--- config.mk ---
export PLATFORM = sky130hd
export DESIGN_NAME = nibio_top
export DESIGN_NICKNAME = d
export VERILOG_FILES = /design/src/core/nibio_pkg.sv /design/src/core/nibio_clkdiv.sv /design/src/core/nibio_top.sv
export VERILOG_INCLUDE_DIRS = /design/src /design/src/core
export SDC_FILE = /design/constraint.sdc
export NUM_CORES = 1
export LEC_CHECK = 0
export ABC_AREA = 1
export BUFFER_PORTS_ARGS = -buffer_cell sky130_fd_sc_hd__clkbuf_2
export CELL_PAD_IN_SITES_DETAIL_PLACEMENT = 0
export CELL_PAD_IN_SITES_GLOBAL_PLACEMENT = 1
export CORE_MARGIN = 3
export CORE_UTILIZATION = 26
export CTS_BUF_LIST = sky130_fd_sc_hd__clkbuf_8
export CTS_CLUSTER_SIZE = 28
export DETAILED_ROUTE_END_ITERATION = 8
export PLACE_DENSITY_LB_ADDON = 0.1
export SKIP_LAST_GASP = 1
export SLEW_MARGIN = 20
export SYNTH_ARGS = -nofsm -noshare
export SYNTH_HDL_FRONTEND = slang
export SYNTH_SLANG_ARGS = --single-unit
--- constraint.sdc ---
create_clock -name mclk -period 1.4 [get_ports mclk]
set_input_delay 0.07 -clock mclk [delete_from_list [all_inputs] [get_ports mclk]]
set_output_delay 0.07 -clock mclk [all_outputs]
set_load 0.02 [all_outputs]
--- src/core/nibio_cfg.svh ---
// register map, field positions and option encodings for the nibble port block
`ifndef NIBIO_CFG_SVH
`define NIBIO_CFG_SVH

`define NIBIO_OFS_PORT_A     8'h00
`define NIBIO_OFS_PORT_C     8'h04
`define NIBIO_OFS_PORT_D     8'h08
`define NIBIO_OFS_PORT_E     8'h0c
`define NIBIO_OFS_BITOP      8'h10
`define NIBIO_OFS_STATUS     8'h14
`define NIBIO_OFS_HALT       8'h18

`define NIBIO_BITOP_PORT_LSB 0
`define NIBIO_BITOP_BIT_LSB  2
`define NIBIO_BITOP_OP_LSB   4

`define NIBIO_ST_TEST_BIT    0
`define NIBIO_ST_HALTED_BIT  1
`define NIBIO_ST_DIV_LSB     2
`define NIBIO_ST_CMP_BIT     4

`define NIBIO_DIV_SEL_1      2'h0
`define NIBIO_DIV_SEL_3      2'h1
`define NIBIO_DIV_SEL_4      2'h2
`define NIBIO_DIV_RATIO_1    3'h1
`define NIBIO_DIV_RATIO_3    3'h3
`define NIBIO_DIV_RATIO_4    3'h4

`define NIBIO_OUT_RESET      4'hf
`define NIBIO_RESET_LOW_CYC  4

`endif

--- src/core/nibio_pkg.sv ---
// types shared by the nibble port block
package nibio_pkg;
    typedef enum logic [1:0] {
        NIBIO_PORT_A,
        NIBIO_PORT_C,
        NIBIO_PORT_D,
        NIBIO_PORT_E
    } nibio_port_t;

    typedef enum logic [1:0] {
        NIBIO_OP_TEST_SET,
        NIBIO_OP_TEST_CLEAR,
        NIBIO_OP_SET,
        NIBIO_OP_CLEAR
    } nibio_op_t;

    typedef enum logic {
        NIBIO_RUN,
        NIBIO_HALTED
    } nibio_state_t;
endpackage

--- src/core/nibio_clkdiv.sv ---
// system clock enable divider, ratio 1, 3 or 4
`timescale 1ns/1ps
`default_nettype none
`include "nibio_cfg.svh"

module nibio_clkdiv
    import nibio_pkg::*;
(
    // clock and reset
    input  wire logic       mclk,
    input  wire logic       rst_n,
    // ratio option
    input  wire logic [1:0] div_sel,
    // enable out
    output logic            sys_ce
);
    logic [2:0] cnt_reg;
    logic [2:0] cnt_next;
    logic [2:0] ratio;

    assign ratio = (div_sel == `NIBIO_DIV_SEL_1) ? `NIBIO_DIV_RATIO_1 :
                   (div_sel == `NIBIO_DIV_SEL_3) ? `NIBIO_DIV_RATIO_3 : `NIBIO_DIV_RATIO_4;
    assign sys_ce   = (cnt_reg == ratio - 3'h1);
    assign cnt_next = sys_ce ? 3'h0 : cnt_reg + 3'h1;

    always_ff @(posedge mclk or negedge rst_n) begin
        if (!rst_n) begin
            cnt_reg <= 3'h0;
        end else begin
            cnt_reg <= cnt_next;
        end
    end
endmodule
`default_nettype wire

--- src/core/nibio_top.sv ---
// nibble port block: three open-drain ports, one input/comparator port, wishbone slave
//
// Register access over Wishbone and the register offsets were left to the implementer.
`timescale 1ns/1ps
`default_nettype none
`include "nibio_cfg.svh"

module nibio_top
    import nibio_pkg::*;
(
    // clock and reset
    input  wire logic        mclk,
    input  wire logic        rst_n,
    // wishbone slave
    input  wire logic        wb_cyc_i,
    input  wire logic        wb_stb_i,
    input  wire logic        wb_we_i,
    input  wire logic [7:0]  wb_adr_i,
    input  wire logic [3:0]  wb_sel_i,
    input  wire logic [31:0] wb_dat_i,
    output logic [31:0]      wb_dat_o,
    output logic             wb_ack_o,
    // static options
    input  wire logic        opt_c_reset_high,
    input  wire logic        opt_d_reset_high,
    input  wire logic        opt_cmp_mode,
    input  wire logic [1:0]  opt_div_sel,
    // first port (bit 3 is standby_control_pin)
    input  wire logic [3:0]  first_port_in,
    output logic [3:0]       first_port_out,
    output logic [3:0]       first_port_oe,
    // second port
    input  wire logic [3:0]  second_port_in,
    output logic [3:0]       second_port_out,
    output logic [3:0]       second_port_oe,
    // third port
    input  wire logic [3:0]  third_port_in,
    output logic [3:0]       third_port_out,
    output logic [3:0]       third_port_oe,
    // input-only port and comparator front end (digitised levels)
    input  wire logic [3:0]  input_port_in,
    input  wire logic [3:0]  comparator_in0,
    input  wire logic [3:0]  comparator_in1,
    input  wire logic [3:0]  comparator_in2,
    input  wire logic [3:0]  comparator_in3,
    input  wire logic [3:0]  reference_in_low_pair,
    input  wire logic [3:0]  reference_in_high_pair,
    // state
    output logic             halted
);
    function automatic logic cmp_above(input logic [3:0] lvl, input logic [3:0] ref_lvl);
        cmp_above = (lvl > ref_lvl);
    endfunction

    logic         sys_ce;
    logic [3:0]   pa_reg;
    logic [3:0]   pc_reg;
    logic [3:0]   pd_reg;
    logic [3:0]   pa_next;
    logic [3:0]   pc_next;
    logic [3:0]   pd_next;
    logic         started_reg;
    logic         test_reg;
    logic         test_next;
    logic         ack_reg;
    logic [31:0]  dat_reg;
    logic [31:0]  dat_next;
    nibio_state_t state_reg;
    nibio_state_t state_next;

    // bit-op instruction fields
    nibio_port_t  op_port;
    nibio_op_t    op_kind;
    logic [1:0]   op_bit;
    logic [3:0]   op_mask;
    logic [3:0]   op_nibble;
    logic         op_sel_bit;

    wire        req      = wb_cyc_i & wb_stb_i;
    wire        exec     = req & sys_ce & ~ack_reg;
    wire        wr_ok    = exec & wb_we_i & wb_sel_i[0] & (state_reg == NIBIO_RUN);
    wire        wr_a     = wr_ok & (wb_adr_i == `NIBIO_OFS_PORT_A);
    wire        wr_c     = wr_ok & (wb_adr_i == `NIBIO_OFS_PORT_C);
    wire        wr_d     = wr_ok & (wb_adr_i == `NIBIO_OFS_PORT_D);
    wire        wr_bitop = wr_ok & (wb_adr_i == `NIBIO_OFS_BITOP);
    wire        wr_halt  = wr_ok & (wb_adr_i == `NIBIO_OFS_HALT);
    wire        standby  = first_port_in[3];

    // comparator or plain pins, fixed by a strap
    wire [3:0]  cmp_vec  = {cmp_above(comparator_in3, reference_in_high_pair),
                            cmp_above(comparator_in2, reference_in_high_pair),
                            cmp_above(comparator_in1, reference_in_low_pair),
                            cmp_above(comparator_in0, reference_in_low_pair)};
    wire [3:0]  pe_val   = opt_cmp_mode ? cmp_vec : input_port_in;

    // levels on pins: before the first clock after reset the option levels show
    wire [3:0]  pc_level = started_reg ? pc_reg : {4{opt_c_reset_high}};
    wire [3:0]  pd_level = started_reg ? pd_reg : {4{opt_d_reset_high}};

    assign op_port    = nibio_port_t'(wb_dat_i[`NIBIO_BITOP_PORT_LSB +: 2]);
    assign op_bit     = wb_dat_i[`NIBIO_BITOP_BIT_LSB +: 2];
    assign op_kind    = nibio_op_t'(wb_dat_i[`NIBIO_BITOP_OP_LSB +: 2]);
    assign op_mask    = 4'h1 << op_bit;
    // tests look at pin levels, never the output registers
    assign op_nibble  = (op_port == NIBIO_PORT_A) ? first_port_in :
                        (op_port == NIBIO_PORT_C) ? second_port_in :
                        (op_port == NIBIO_PORT_D) ? third_port_in : pe_val;
    assign op_sel_bit = op_nibble[op_bit];

    wire        op_set   = wr_bitop & (op_kind == NIBIO_OP_SET);
    wire        op_clr   = wr_bitop & (op_kind == NIBIO_OP_CLEAR);
    wire        op_test  = wr_bitop & ((op_kind == NIBIO_OP_TEST_SET) | (op_kind == NIBIO_OP_TEST_CLEAR));

    // one masked update per port; the input-only port has no register
    function automatic logic [3:0] port_update(input logic [3:0] cur, input logic wr_nib, input logic hit,
                                               input logic [3:0] nib, input logic set, input logic clr,
                                               input logic [3:0] mask);
        port_update = wr_nib      ? nib :
                      (hit & set) ? (cur | mask) :
                      (hit & clr) ? (cur & ~mask) : cur;
    endfunction

    assign pa_next = port_update(pa_reg, wr_a, op_port == NIBIO_PORT_A, wb_dat_i[3:0],
                                 op_set, op_clr, op_mask);
    assign pc_next = port_update(pc_reg, wr_c, op_port == NIBIO_PORT_C, wb_dat_i[3:0],
                                 op_set, op_clr, op_mask);
    assign pd_next = port_update(pd_reg, wr_d, op_port == NIBIO_PORT_D, wb_dat_i[3:0],
                                 op_set, op_clr, op_mask);

    // branch decision: taken when the bit matches the sense of the
    assign test_next = op_test ? (op_sel_bit ^ (op_kind == NIBIO_OP_TEST_CLEAR)) : test_reg;

    // standby: halt is entered only while the control pin is high, left when it falls
    // the pin is not debounced here, so bounce in the halt cycle would be taken as-is
    always_comb begin
        state_next = state_reg;
        case (state_reg)
            NIBIO_RUN: begin
                if (wr_halt && standby) begin
                    state_next = NIBIO_HALTED;
                end
            end
            NIBIO_HALTED: begin
                if (!standby) begin
                    state_next = NIBIO_RUN;
                end
            end
            default: begin
                state_next = NIBIO_RUN;
            end
        endcase
    end

    // reads sample the pins at the executing edge
    always_comb begin
        dat_next = 32'h0;
        case (wb_adr_i)
            `NIBIO_OFS_PORT_A: dat_next[3:0] = first_port_in;
            `NIBIO_OFS_PORT_C: dat_next[3:0] = second_port_in;
            `NIBIO_OFS_PORT_D: dat_next[3:0] = third_port_in;
            `NIBIO_OFS_PORT_E: dat_next[3:0] = pe_val;
            `NIBIO_OFS_STATUS: begin
                dat_next[`NIBIO_ST_TEST_BIT]      = test_reg;
                dat_next[`NIBIO_ST_HALTED_BIT]    = (state_reg == NIBIO_HALTED);
                dat_next[`NIBIO_ST_DIV_LSB +: 2]  = opt_div_sel;
                dat_next[`NIBIO_ST_CMP_BIT]       = opt_cmp_mode;
            end
            default: dat_next = 32'h0;
        endcase
    end

    // every instruction waits for a system clock enable
    nibio_clkdiv u_div (
        .mclk    (mclk),
        .rst_n   (rst_n),
        .div_sel (opt_div_sel),
        .sys_ce  (sys_ce)
    );

    // asynchronous reset restarts everything at once
    always_ff @(posedge mclk or negedge rst_n) begin
        if (!rst_n) begin
            pa_reg      <= `NIBIO_OUT_RESET;
            pc_reg      <= `NIBIO_OUT_RESET;
            pd_reg      <= `NIBIO_OUT_RESET;
            started_reg <= 1'b0;
            test_reg    <= 1'b0;
            state_reg   <= NIBIO_RUN;
        end else begin
            pa_reg      <= pa_next;
            pc_reg      <= started_reg ? pc_next : {4{opt_c_reset_high}};
            pd_reg      <= started_reg ? pd_next : {4{opt_d_reset_high}};
            started_reg <= 1'b1;
            test_reg    <= test_next;
            state_reg   <= state_next;
        end
    end

    always_ff @(posedge mclk or negedge rst_n) begin
        if (!rst_n) begin
            ack_reg <= 1'b0;
            dat_reg <= 32'h0;
        end else begin
            ack_reg <= exec;
            dat_reg <= exec ? dat_next : dat_reg;
        end
    end

    // open drain: pins are only ever pulled low
    assign first_port_out  = 4'h0;
    assign second_port_out = 4'h0;
    assign third_port_out  = 4'h0;
    assign first_port_oe   = ~pa_reg;
    assign second_port_oe  = ~pc_level;
    assign third_port_oe   = ~pd_level;
    assign wb_ack_o        = ack_reg;
    assign wb_dat_o        = dat_reg;
    assign halted          = (state_reg == NIBIO_HALTED);
endmodule
`default_nettype wire

; ---- Word level (Yosys, flattened, before mapping)
; Index checks and enable logic that the tools add are counted.
[classes]
n_addsub = 2
bitwise_logic = 34
shifts = 1
reduce_logical = 6
muxes = 27
eq_ne = 15
n_lt_le_gt_ge = 5
[ops]
columns = operator, count
row1 = two-way mux 4 bit, 17
row2 = "equality test 8 x 5 -> 1 bit, second input constant", 3
row3 = AND 1 bit, 20
row4 = one-hot mux 4 bit (5 select lines), 1
row5 = "equality test 8 x 4 -> 1 bit, second input constant", 2
row6 = greater-than comparator 4 bit, 4
row7 = inverter 4 bit, 4
row8 = AND 4 bit, 3
row9 = bitwise OR 4 bit, 3
row10 = two-way mux 3 bit, 3
row11 = "equality test 8 x 3 -> 1 bit, second input constant", 1
row12 = zero test 8 bit, 1
row13 = "!= test 4 x 1 -> 1 bit, second input constant", 2
row14 = "equality test 2 x 1 -> 1 bit, second input constant", 3
row15 = "equality test 2 bit, second input constant", 3
row16 = zero test 2 bit, 3
row17 = two-way mux 1 bit, 4
row18 = "left shift 1 x 2 -> 4 bit, first input constant", 1
row19 = "adder 3 x 1 -> 3 bit, second input constant", 1
row20 = equality test 3 bit, 1
row21 = "less-than comparator 2 x 3 -> 1 bit, second input constant", 1
row22 = nonzero test 3 bit, 1
row23 = "subtractor 3 x 1 -> 3 bit, second input constant", 1
row24 = binary-select mux 1 bit (select 2 bit), 1
row25 = other kinds (5), 6
[totals]
ff_bits = 24
word_cells = 99

; ---- Longest topological paths before layout
[depth]
word_depth = 17
depth_mapped = 17

; ---- Cells and area by module
; A second synthesis with hierarchy kept.
[hier_totals]
cells_unflattened = 397
area_unflattened_um2 = 2547.4
[by_module_without_submodules]
columns = mod, area_per_inst_um2, seq_area_each_um2, instances, cells_per_inst
row1 = nibio_top, 2382.3, 540.5, 1, 377
row2 = nibio_clkdiv, 165.2, 75.1, 1, 20

; ---- Worst setup path after synthesis
; No wires, ideal clock.
[synth_timing]
path_kind = register to register
from = reg ack_reg, in the netlist wb_ack_o
to = reg with a tool-made name
period_less_slack_ps = 1525
slack_ps = -125
arrival_ps = 1440
setup_time_ps = 85
path_stages_with_launch = 9
required_time_ps = 1315
path_cell_list = dfrtp_1 > nor2_1 > nand3_4 > nor2_1 > nand3_1 > nor2_1 > nor2_1 > nand3_1 > nand3_1
[synth_rtl]
columns = item, line
row1 = from (decl), nibio_top.sv:65  ; logic ack_reg;
row2 = from (signal assigned), nibio_top.sv:201  ; ack_reg <= 1'b0;
row3 = from (signal assigned), nibio_top.sv:204  ; ack_reg <= exec;

==> impl_metrics.toml <==
[drt]
drtIter0Drc = 84
drt_first_pass_iters = 7
drc_errors = 0
post_drt_via_cell_ratio = 4.08
wl_per_cell_um = 11.7
vias = 2736
wl_um = 7830
final_antenna_net_count = 0

[logic_synthesis]
syn_avg_cell_area_sq_um = 6.22
synth_common_cells = "nand2_1 (145), inv_1 (57), nor2_1 (50)"
ys_warn_count = 0
synth_top_area_share_pct = 21.1
synthFlopType = "dfstp_2"
synth_top_area_cell = "nand2_1"
ys_seq_elements = 24
synth_cells = 415
yosys.cell_count.top_type = "nand2_1"
syn_area_sq_um = 2580
synth_cell_types = 30
synth_edf_count = 0
ys_top_cells_by_area = "nand2_1 (21%), dfstp_2 (12%), dfrtp_1 (12%)"
yosysSeqAreaShare_pct = 23.8
synthArstFlopShare_pct = 100

[grt]
antenna_found_initial = 0
grt_pass1_wl_um = 12400
grt_max_degree = 25
grt-ovfl-total = 0
grt_pass1_vias = 2569
grt_usage_pct = 13.5

[floorplan]
die_area_sq_um = 11200
dieWidth_um = 106
die_y_um = 106
ios = 152
core_area_sq_um = 9460
std_cell_rows = 35
start_util_pct = 27.3

[run]
cap_violations = 0

[layout]
layout-drive-gt1-share_pct = 32.7
multi_input_area_sq_um = 1680
register_area_sq_um = 618
diodes = 0
areaGrowthSynthToFinish_pct = 35.9
fillers = 1077
fin_nets = 653
stdcell_count = 670

[power]
p_seq_share_pct = 34.0
p_comb_share_pct = 39.8
clockPowerShare_pct = 26.3
p_leak_nw = 2.02
p_int_w = 0.00156
switchingPower_w = 0.000895
power_density_nw_per_um2 = 699
swShare_pct = 36.5
vdd_drop_max_mv = 0.378

[worst_setup_path]
rr_worst_depth = 12
critPathLaunchType = "flip-flop"
worstPathMaxFanout = 4
worstPathArrival_ps = 1890
critPathRequiredTime_ps = 1620
cp-end-kind = "flip-flop"
path_class = "reg2reg"

[place]
io_buffers = 83
placed_cells = 654
dp_slack_ps = -234
hpwlAfterDp_um = 6570
gp_congestion = 0.855

[timing]
fmax_mhz = 601
fin_crit_sh_pct = 119
rsz0062_at_grt = "yes"
hold_ws_ps = 80.4
skew_ps = 2.15
setup_viol = 13
tightest_slew_ps = 677
maxSlewViolCount = 0
final.setup.worst_slack_ps = -263
layout_min_cycle_time_ps = 1660
final_hold_viol_count = 0
slew_headroom_pct = 54.9

[worst_hold_path]
holdCritPathClass = "in2reg"
hold_depth = 3

[clocking]
tritoncts.num_buffers = 3
clock-root-buffer = "clkbuf_8"
clock_sinks = 24
cts-htree-levels = 1
cts_tree = "yes"
clock_path_buffers = 2
clk_latency_ps = 270
clk_pin_slew_ps = 100

[status]
violations = "setup timing"
status = "complete, but fails checks"
-- power by group through the flow --
stage                     Clock [W]  Combinational (W)  Sequential [W]
after floorplan                   0           0.000654        0.000847
after global placement            0           0.000899        0.000843
after detailed placement          0           0.000901        0.000845
after CTS                  0.000675           0.000941        0.000835
after global routing       0.000686            0.00111        0.000842
final                      0.000644           0.000974        0.000833
-- cells by family (layout without fill, tap and decap cells) --
group / count (synthesis) / count (layout) / synth area share, %
other: 2 / 40 / 0.291
xor gates and xnor gates: 1 / 1 / 0.339
adders and majority gates: 17 / 17 / 8.24
DFF: 24 / 24 / 23.8
buffers and inverters: 100 / 188 / 20.2
AOI/OAI and AO/OA: 33 / 33 / 7.36
and+or+nand+nor: 238 / 238 / 39.7
-- what timing repair did --
| item | in CTS | in global routing |
|---|---|---|
| setup buffers | 7 | 3 |
| endpoints found under the hold margin | 12 | 0 |
| hold buffers | 1 | 0 |
| resized for setup | 20 | 25 |
| pin swaps | 3 | 2 |
| cloned | 0 | 1 |
| endpoints found under the setup margin | 21 | 23 |
-- layer usage --
| metal | vias up | GRT usage, % | wire (um) |
|---|---|---|---|
| li1 | 1470 | - | - |
| met1 | 1179 | 19.2 | 3880 |
| met2 | 85 | 22.3 | 3500 |
| met3 | 2 | 2.14 | 426 |
| met4 | 0 | 1.20 | 22 |
| met5 | - | 0 | 0 |
-- final timing paths --
path | start | endpoint | slack [ps]
worst max register to register | u_div.cnt_reg[0]$_DFF_PN0_ | flip-flop | -260
max in group asynchronous | rst_n | halted$_DFF_PN0_ | 570
worst max-delay path | u_div.cnt_reg[0]$_DFF_PN0_ | flip-flop | -260
worst min-delay path | first_port_in[3] | halted$_DFF_PN0_ | 80
min in group asynchronous | rst_n | started_reg$_DFF_PN0_ | 360
worst min register to register | flip-flop | flip-flop | 490
-- cell usage in the layout (no fill, tap or decap), types with 4 or more instances in the layout --
master	Yosys	final
nand2_1	145	138
clkbuf_2	0	77
inv_1	57	53
nor2_1	50	42
buf_4	39	41
conb_1	2	40
nand3_1	29	27
ha_1	17	17
dfstp_2	12	12
a21oi_1	12	10
dfrtp_1	12	10
nand2_2	1	6
nor2_4	3	6
o21ai_0	10	6
nor2_2	0	5
o21ai_1	0	4
o22ai_1	4	4
-- critical path: stages, from the launching register on --
cell and delay, ps:
dfrtp_1 400, inv_2 80, nor2_2 50, nor2_4 130, nand3_4 120, buf_6 140
nor2_4 80, nand4_1 150, nor2_2 190, nand3_1 90, nand2_1 70, nand2_1 50
nand3_1 70
-- through the flow --
step | setup TNS, ps | utilization (%) | total power [W] | instance area, sq um
after floorplan | -727 | - | 0.00150 | 2730
after global placement | -2670 | 34.2 | 0.00174 | 3230
after detailed placement | -2840 | 34.2 | 0.00175 | 3230
after CTS | -2910 | 36.3 | 0.00245 | 3430
after global routing | -5000 | 37.1 | 0.00264 | 3510
final | -2850 | 37.1 | 0.00245 | 3510
-- cell type report --
type	count	share of cell area, %
clock inverters	1	0.856
clock buffers	3	1.18
repair buffers	124	21.1
flip-flops and latches	24	17.6
repair inverters	1	0.143
inverters	59	6.53
multi-input cells	329	48.0
well taps	129	4.60
(Power assumes the default switching activity.)
